**config.mk**
```make
export PLATFORM = sky130hd
export DESIGN_NAME = cca_counter_array
export DESIGN_NICKNAME = d
export VERILOG_FILES = /design/src/verilog/cca_pkg.sv /design/src/verilog/cca_counter_array.sv
export SDC_FILE = /design/constraint.sdc
export NUM_CORES = 1
export LEC_CHECK = 0
export BUFFER_PORTS_ARGS = -buffer_cell sky130_fd_sc_hd__buf_2
export CAP_MARGIN = 20
export CORE_MARGIN = 8
export CORE_UTILIZATION = 57
export DETAILED_ROUTE_END_ITERATION = 8
export GPL_ROUTABILITY_DRIVEN = 0
export PLACE_DENSITY = 0.74
export SYNTH_ARGS = -nofsm -noshare
export SYNTH_HDL_FRONTEND = slang
export SYNTH_SLANG_ARGS = --single-unit
```
**constraint.sdc**
```tcl
create_clock -name clk -period 7.8 [get_ports clk]
set_input_delay 1.17 -clock clk [delete_from_list [all_inputs] [get_ports clk]]
set_output_delay 1.17 -clock clk [all_outputs]
set_load 0.05 [all_outputs]
```
**src/verilog/cca_pkg.sv**
```systemverilog
/*
  Package for the counter array with six capture/compare modules:
  register offsets, field layouts, timebase codes and the state record.
  Assumes an 8-bit register port addressed by a 5-bit byte index.
*/
package cca_pkg;

  // Register offsets
  localparam logic [4:0] ADDR_CTRL = 5'h00;
  localparam logic [4:0] ADDR_MODE = 5'h01;
  localparam logic [4:0] ADDR_CNT_LO = 5'h02;
  localparam logic [4:0] ADDR_CNT_HI = 5'h03;
  localparam logic [4:0] ADDR_MMODE0 = 5'h04;
  localparam logic [4:0] ADDR_CCLO0 = 5'h0a;
  localparam logic [4:0] ADDR_CCHI0 = 5'h10;

  // Field positions in the control and mode registers
  localparam int CTRL_OVF_BIT = 7;
  localparam int CTRL_RUN_BIT = 6;
  localparam int MODE_IDLE_BIT = 7;
  localparam int MODE_TB_LSB = 1;
  localparam int MODE_IE_BIT = 0;

  // Timebase select codes
  localparam logic [2:0] TB_SYS12 = 3'h0;
  localparam logic [2:0] TB_SYS4 = 3'h1;
  localparam logic [2:0] TB_T0 = 3'h2;
  localparam logic [2:0] TB_EXTCNT = 3'h3;
  localparam logic [2:0] TB_SYS = 3'h4;
  localparam logic [2:0] TB_OSC8 = 3'h5;

  // Divider and counter limits
  localparam logic [3:0] PRE_LAST = 4'hb;
  localparam logic [1:0] PRE4_LAST = 2'h3;
  localparam logic [2:0] OSC_DIV_LAST = 3'h7;
  localparam logic [15:0] CNT_MAX = 16'hffff;

  // Input bit positions in the synchroniser vector
  localparam int IN_EXTCNT = 6;
  localparam int IN_OSC = 7;

  // Reset value of every register
  localparam logic [7:0] RST_BYTE = 8'h00;

  // Register port request
  typedef struct packed {
    logic [4:0] addr;
    logic [7:0] wdata;
    logic wr;
    logic rd;
  } cca_req_t;

  // Module mode register, bit 7 down to bit 0
  typedef struct packed {
    logic wide_pwm;
    logic cmp_en;
    logic cap_rise;
    logic cap_fall;
    logic match_en;
    logic toggle_en;
    logic pwm_en;
    logic evt_ie;
  } cca_mode_t;

  // Whole state of the block
  typedef struct packed {
    logic [15:0] cnt;
    logic [7:0] snap;
    logic ovf_flag;
    logic run_ctl;
    logic [5:0] evt_flag;
    logic idle_susp;
    logic [2:0] tb_sel;
    logic ovf_ie;
    cca_mode_t [5:0] mode;
    logic [5:0][15:0] cc;
    logic [3:0] pre;
    logic [2:0] osc_div;
    logic [7:0] s1;
    logic [7:0] s2;
    logic [7:0] s3;
    logic [7:0] lvl;
    logic [7:0] rdata;
    logic irq;
  } cca_state_t;

endpackage

```
**src/verilog/cca_counter_array.sv**
```systemverilog
/*
  Counter array: 16-bit counter with selectable timebase, overflow flag,
  and six capture/compare modules with capture and software timer.
  Assumes a single 50 MHz clock, a one-cycle register port with read data
  in the next cycle, and pin inputs that are asynchronous to clk.
*/
// Function
// Low-byte read snapshots high byte for next read
// Counter reads never disturb counting
// Timebase select picks one of six increments
// External count input no faster than clk/4
// Oscillator/8 timebase synchronised before counting
// Wrap from all-ones to zero sets overflow flag
// Overflow interrupt only when its enable set
// Overflow flag stays set until software clears
// Interrupts need global and array enables
// Idle-suspend clear keeps counting in idle
// Control write during overflow loses the flag
// Software rechecks counter around control bit ops
// Six modules, each 16-bit register and line
// Capture edge chosen by rise/fall bits
// Comparator mode decode: timer, fast, frequency; code decodes only the timer match
// Wide select picks 8 or 16-bit PWM; code has no PWM output, wide_pwm is only stored
// Module event interrupt needs module enable
// Capture copies counter and sets event flag
// Capture input held two cycles to count
// Software timer sets flag on counter match
// Event flags stay set until software clears
// Low-byte write clears, high-byte sets comparator
// Idle-suspend set halts array in idle; code stops only the counter, captures still occur
// Counter advances only while run control set
`timescale 1ns/1ps

module cca_counter_array #(
  parameter int NUM_MOD = 6
) (
  input wire logic clk,
  input wire logic sys_rst,
  input cca_pkg::cca_req_t req,
  output logic [7:0] rd_data,
  input wire logic timer0_ovf,
  input wire logic ext_count_in,
  input wire logic ext_osc_in,
  input wire logic [NUM_MOD-1:0] module_io_line,
  input wire logic cpu_idle,
  input wire logic global_irq_enable,
  input wire logic array_irq_enable,
  output logic irq
);

  cca_pkg::cca_state_t q;
  cca_pkg::cca_state_t d;

  // Helpers shared by the update and the checks
  logic [7:0] lvl_n;
  logic [7:0] rise;
  logic [7:0] fall;
  logic run;
  logic tick;
  logic inc;
  logic [15:0] cnt_inc;
  logic [NUM_MOD-1:0] cap_evt;
  logic [NUM_MOD-1:0] match_evt;
  logic [NUM_MOD-1:0] evt_ie_v;
  logic ctrl_wr;

  // Pin level accepted once second and third stage agree
  always_comb begin
    for (int i = 0; i < 8; i++) begin
      lvl_n[i] = (q.s2[i] == q.s3[i]) ? q.s3[i] : q.lvl[i];
    end
  end

  assign rise = lvl_n & ~q.lvl;
  assign fall = ~lvl_n & q.lvl;
  assign run = q.run_ctl & ~(q.idle_susp & cpu_idle);
  assign inc = run & tick;
  assign cnt_inc = q.cnt + 16'h0001;
  assign ctrl_wr = req.wr && (req.addr == cca_pkg::ADDR_CTRL);

  // Timebase selection
  always_comb begin
    case (q.tb_sel)
      cca_pkg::TB_SYS12: tick = (q.pre == cca_pkg::PRE_LAST);
      cca_pkg::TB_SYS4: tick = (q.pre[1:0] == cca_pkg::PRE4_LAST);
      cca_pkg::TB_T0: tick = timer0_ovf;
      cca_pkg::TB_EXTCNT: tick = fall[cca_pkg::IN_EXTCNT];
      cca_pkg::TB_SYS: tick = 1'b1;
      cca_pkg::TB_OSC8: tick = rise[cca_pkg::IN_OSC] &&
        (q.osc_div == cca_pkg::OSC_DIV_LAST);
      default: tick = 1'b0;
    endcase
  end

  // Module events: capture and comparator match
  always_comb begin
    for (int i = 0; i < NUM_MOD; i++) begin
      cap_evt[i] = ~q.mode[i].match_en & ~q.mode[i].toggle_en &
        ~q.mode[i].pwm_en &
        ((q.mode[i].cap_rise & rise[i]) |
         (q.mode[i].cap_fall & fall[i]));
      match_evt[i] = inc & q.mode[i].cmp_en & q.mode[i].match_en &
        (cnt_inc == q.cc[i]);
      evt_ie_v[i] = q.mode[i].evt_ie;
    end
  end

  // Next state
  always_comb begin
    d = q;
    // Three-stage synchroniser, filtered level
    d.s1 = {ext_osc_in, ext_count_in, module_io_line};
    d.s2 = q.s1;
    d.s3 = q.s2;
    d.lvl = lvl_n;
    d.rdata = cca_pkg::RST_BYTE;
    // Shared divider for clk/12 and clk/4
    d.pre = (q.pre == cca_pkg::PRE_LAST) ? 4'h0 : q.pre + 4'h1;
    if (rise[cca_pkg::IN_OSC]) begin
      d.osc_div = q.osc_div + 3'h1;
    end
    // Counting and overflow
    if (inc) begin
      d.cnt = cnt_inc;
      if (q.cnt == cca_pkg::CNT_MAX) begin
        d.ovf_flag = 1'b1;
      end
    end
    // Capture copies the current count
    for (int i = 0; i < NUM_MOD; i++) begin
      if (cap_evt[i]) begin
        d.cc[i] = q.cnt;
      end
    end
    d.evt_flag = q.evt_flag | cap_evt | match_evt;
    // Register writes
    if (req.wr) begin
      case (req.addr)
        cca_pkg::ADDR_CTRL: begin
          d.ovf_flag = req.wdata[cca_pkg::CTRL_OVF_BIT];
          d.run_ctl = req.wdata[cca_pkg::CTRL_RUN_BIT];
          d.evt_flag = req.wdata[NUM_MOD-1:0] | cap_evt | match_evt;
        end
        cca_pkg::ADDR_MODE: begin
          d.idle_susp = req.wdata[cca_pkg::MODE_IDLE_BIT];
          d.tb_sel = req.wdata[cca_pkg::MODE_TB_LSB +: 3];
          d.ovf_ie = req.wdata[cca_pkg::MODE_IE_BIT];
        end
        cca_pkg::ADDR_CNT_LO: d.cnt[7:0] = req.wdata;
        cca_pkg::ADDR_CNT_HI: d.cnt[15:8] = req.wdata;
        default: begin
        end
      endcase
      for (int i = 0; i < NUM_MOD; i++) begin
        if (req.addr == 5'(cca_pkg::ADDR_MMODE0 + i)) begin
          d.mode[i] = req.wdata;
        end
        if (req.addr == 5'(cca_pkg::ADDR_CCLO0 + i) && !cap_evt[i]) begin
          d.cc[i][7:0] = req.wdata;
          d.mode[i].cmp_en = 1'b0;
        end
        if (req.addr == 5'(cca_pkg::ADDR_CCHI0 + i) && !cap_evt[i]) begin
          d.cc[i][15:8] = req.wdata;
          d.mode[i].cmp_en = 1'b1;
        end
      end
    end
    // Register reads
    if (req.rd) begin
      case (req.addr)
        cca_pkg::ADDR_CTRL: d.rdata = {q.ovf_flag, q.run_ctl,
          q.evt_flag};
        cca_pkg::ADDR_MODE: d.rdata = {q.idle_susp, 3'h0, q.tb_sel,
          q.ovf_ie};
        cca_pkg::ADDR_CNT_LO: begin
          d.rdata = q.cnt[7:0];
          d.snap = q.cnt[15:8];
        end
        cca_pkg::ADDR_CNT_HI: d.rdata = q.snap;
        default: begin
        end
      endcase
      for (int i = 0; i < NUM_MOD; i++) begin
        if (req.addr == 5'(cca_pkg::ADDR_MMODE0 + i)) begin
          d.rdata = q.mode[i];
        end
        if (req.addr == 5'(cca_pkg::ADDR_CCLO0 + i)) begin
          d.rdata = q.cc[i][7:0];
        end
        if (req.addr == 5'(cca_pkg::ADDR_CCHI0 + i)) begin
          d.rdata = q.cc[i][15:8];
        end
      end
    end
    // Combined interrupt request
    d.irq = global_irq_enable & array_irq_enable &
      ((q.ovf_flag & q.ovf_ie) | |(q.evt_flag & evt_ie_v));
  end

  // State register
  always_ff @(posedge clk or posedge sys_rst) begin
    if (sys_rst) begin
      q <= '0;
    end else begin
      q <= d;
    end
  end

  assign rd_data = q.rdata;
  assign irq = q.irq;
endmodule

```
==> impl_metrics.env <==
export IMPL_core_mm2=0.0243
export IMPL_violations="design-rule violations"
export IMPL_rsz0062_at_grt="false"
export IMPL_worst_pin_slew_ns=1.26
export IMPL_async_flop_share_pct=100
export IMPL_grt_ovfl_total=0
export IMPL_layout_common_cells="dfrtp_1, nor2_1, a21oi_1, nand2_1, mux2i_1"
export IMPL_synth_warnings=0
export IMPL_antenna_found_initial=3
export IMPL_ctsRootBufferMaster="clkbuf_16"
export IMPL_synth_seq_area_share_pct=40.7
export IMPL_fin_nets=1543
export IMPL_clockPowerShare_pct=24.0
export IMPL_fin_crit_sh_pct=51.3
export IMPL_first_global_vias=12100
export IMPL_grtUsageTotal_pct=32.1
export IMPL_p_sw_mw=2.19
export IMPL_finalSetupTns_ns=0
export IMPL_timing_critical_path_cells="buf_2 -> nor2b_1 -> nand3b_1 -> o21ai_0 -> o22ai_1 -> o31ai_1 -> a21oi_1 -> o21a_1"
export IMPL_cp_max_fo=33
export IMPL_io_pins=38
export IMPL_ys_top_cells_by_area="dfrtp_1, mux2i_1, a21oi_1"
export IMPL_powerDensity_mw_per_mm2=347
export IMPL_die_area_mm2=0.0300
export IMPL_p_leak_nw=6.68
export IMPL_peakVddDrop_mv=0.266
export IMPL_numCtsBuffers=25
export IMPL_first_pass_iters=9
export IMPL_drt_iter0_drc=2075
export IMPL_highest_layer="met5"
export IMPL_syn_instance_count=1544
export IMPL_grt_max_degree=89
export IMPL_wl_met1_um=18700
export IMPL_hpwl_um=34200
export IMPL_postRouteAntennaNets=0
export IMPL_vias=12700
export IMPL_outcome="complete, but fails checks"
export IMPL_wl_per_cell_um=26.9
export IMPL_switching_share_pct=41.4
export IMPL_ys_flop_type="dfrtp_1"
export IMPL_synth_edf_count=0
export IMPL_dp_cells=1802
export IMPL_path_clk_slew_ns=0.07
export IMPL_hp_class="register to register"
export IMPL_drc=74
export IMPL_synth_cell_type_count=87
export IMPL_dr_wl_met2_um=21000
export IMPL_power_mw=5.30
export IMPL_relSlewSlack_pct=15.5
export IMPL_drive_above_1_share_pct=12.5
export IMPL_vias_per_cell=6.88
export IMPL_layout_commonest_cell="dfrtp_1"
export IMPL_drv_cap=0
export IMPL_synth_top_cell_by_area="dfrtp_1"
export IMPL_initial_utilization_pct=57.9
export IMPL_ys_ff_latch=229
export IMPL_slew_violations=0
export IMPL_p_int_mw=3.10
export IMPL_path_class="primary input to register"
export IMPL_max_stage_delay_ns=0.85
export IMPL_antenna_cells=0
export IMPL_postRouteWirelength_um=49800
export IMPL_synth_avg_cell_area_um2=9.12
export IMPL_timing_fmax_mhz=250
export IMPL_skew_ns=0.0107
export IMPL_whs_ns=0.345
export IMPL_die_w_um=173
export IMPL_setup_violations=0
export IMPL_rows=57
export IMPL_htreeDepth=1
export IMPL_ctsHoldBuffers=0
export IMPL_grt_pass1_wl_um=74900
export IMPL_cts_resized=0
export IMPL_cts_sinks=229
export IMPL_worst_setup_path_end_kind="register"
export IMPL_die_h_um=173
export IMPL_finalHoldViolCount=0
export IMPL_synth_top_cell_area_share_pct=40.7
export IMPL_period_needed_ns=4.00
export IMPL_start_kind="primary input"
export IMPL_cts_buffer_depth=3
export IMPL_wl_met3_um=7360
export IMPL_final_cells=1852
export IMPL_cts_setup_buffers=0
export IMPL_synth_nets=1577
export IMPL_place_ws_ns=3.64
export IMPL_cp_required_ns=8.23
export IMPL_clk_latency_ns=0.55
export IMPL_cp_arrival_ns=4.43
export IMPL_seqPwrFrac_pct=42.1
export IMPL_p_comb_share_pct=33.8
export IMPL_syn_cell_area_mm2=0.0141
export IMPL_cts_tree="done"
export IMPL_layout_setup_ws_ns=3.80
export IMPL_port_buffers=37
export IMPL_area_growth_pct=8.34
export IMPL_slowest_stage="nor2b_1"
## layer usage
metal / GRT usage (%) / vias up
met5: 0 / -
met4: 15.3 / 2
met3: 10.7 / 247
met2: 46.8 / 1014
met1: 42.5 / 6022
li1: - / 5452
## kinds of logic after synthesis
family	Yosys count	synth area share, %
AOI/OAI and AO/OA	383	16.6
xor gates and xnor gates	125	8.11
adders and majority gates	9	0.711
buffers and inverters	138	4.09
DFF	229	40.7
muxes	164	12.3
and+or+nand+nor	496	17.5
## area by class of cell
class | count | area (um2)
clock inverters | 13 | 204
repair buffers | 60 | 393
flip-flops and latches | 229 | 5730
well taps | 324 | 405
inverters | 17 | 71.3
multi-input cells | 1177 | 7790
fillers | 2007 | 9060
clock buffers | 32 | 662
## worst max-delay path, delay by kind of cell
family                 cells  cell delay, ns
buffers and inverters      1            0.48
AND/OR/NAND/NOR            2            1.20
AO/OA/AOI/OAI              5            1.58
## power by group through the flow
stage	Combinational (mW)	Sequential [mW]	Clock (mW)
after floorplan	1.40	1.85	0
after detailed placement	1.72	2.17	0
after CTS	1.73	2.16	1.28
after global routing	1.92	2.22	1.33
final	1.79	2.23	1.27
after global placement	1.67	2.16	0
## path summary, 6_finish.rpt
check / slack [ns] / from / to / cells after the start
max: 3.80 / req[14] / rd_data[0]$_DFF_PP0_ / 8
min: 0.34 / d[31]$_DFF_PP0_ / d[23]$_DFF_PP0_ / 0
max reg2reg: 4.14 / q[216]$_DFF_PP0_ / q[202]$_DFF_PP0_ / 7
min reg2reg: 0.34 / d[31]$_DFF_PP0_ / d[23]$_DFF_PP0_ / 0
max in group asynchronous: 5.64 / sys_rst / q[95]$_DFF_PP0_ / 3
min in group asynchronous: 0.72 / sys_rst / q[10]$_DFF_PP0_ / 2
## Yosys cell counts (all sizes together), types with 7 or more instances
cell type and number:
a31oi 17, mux2 60, buf 43, nor2b 18, nor3b 11, o22ai 18
a211oi 7, and2 7, dfrtp 229, nand4 16, inv 16, or4 8
a22oi 18, nand2b 14, and3 12, nand3b 9, xor2 42, a21oi 159
o21ai 82, mux2i 103, clkbuf 78, nand2 115, a221oi 14, nand3 36
nor2 187, nor4 10, nor3 30, xnor2 82
## through the flow
step | cell area [um2] | util, %
3_5_place_dp | 14300 | 58.9
5_1_grt | 15300 | 62.8
3_3_place_gp | 14300 | 58.9
2_1_floorplan | 14100 | -
4_1_cts | 15200 | 62.5
6_report | 15300 | 62.8
## flip-flops by register name, summed over array words and instances, names as in the netlist
name / count
rd_data: 8
q: 198
d: 16
irq: 1
evt_ie_v: 6
(Power assumes the default switching activity.)
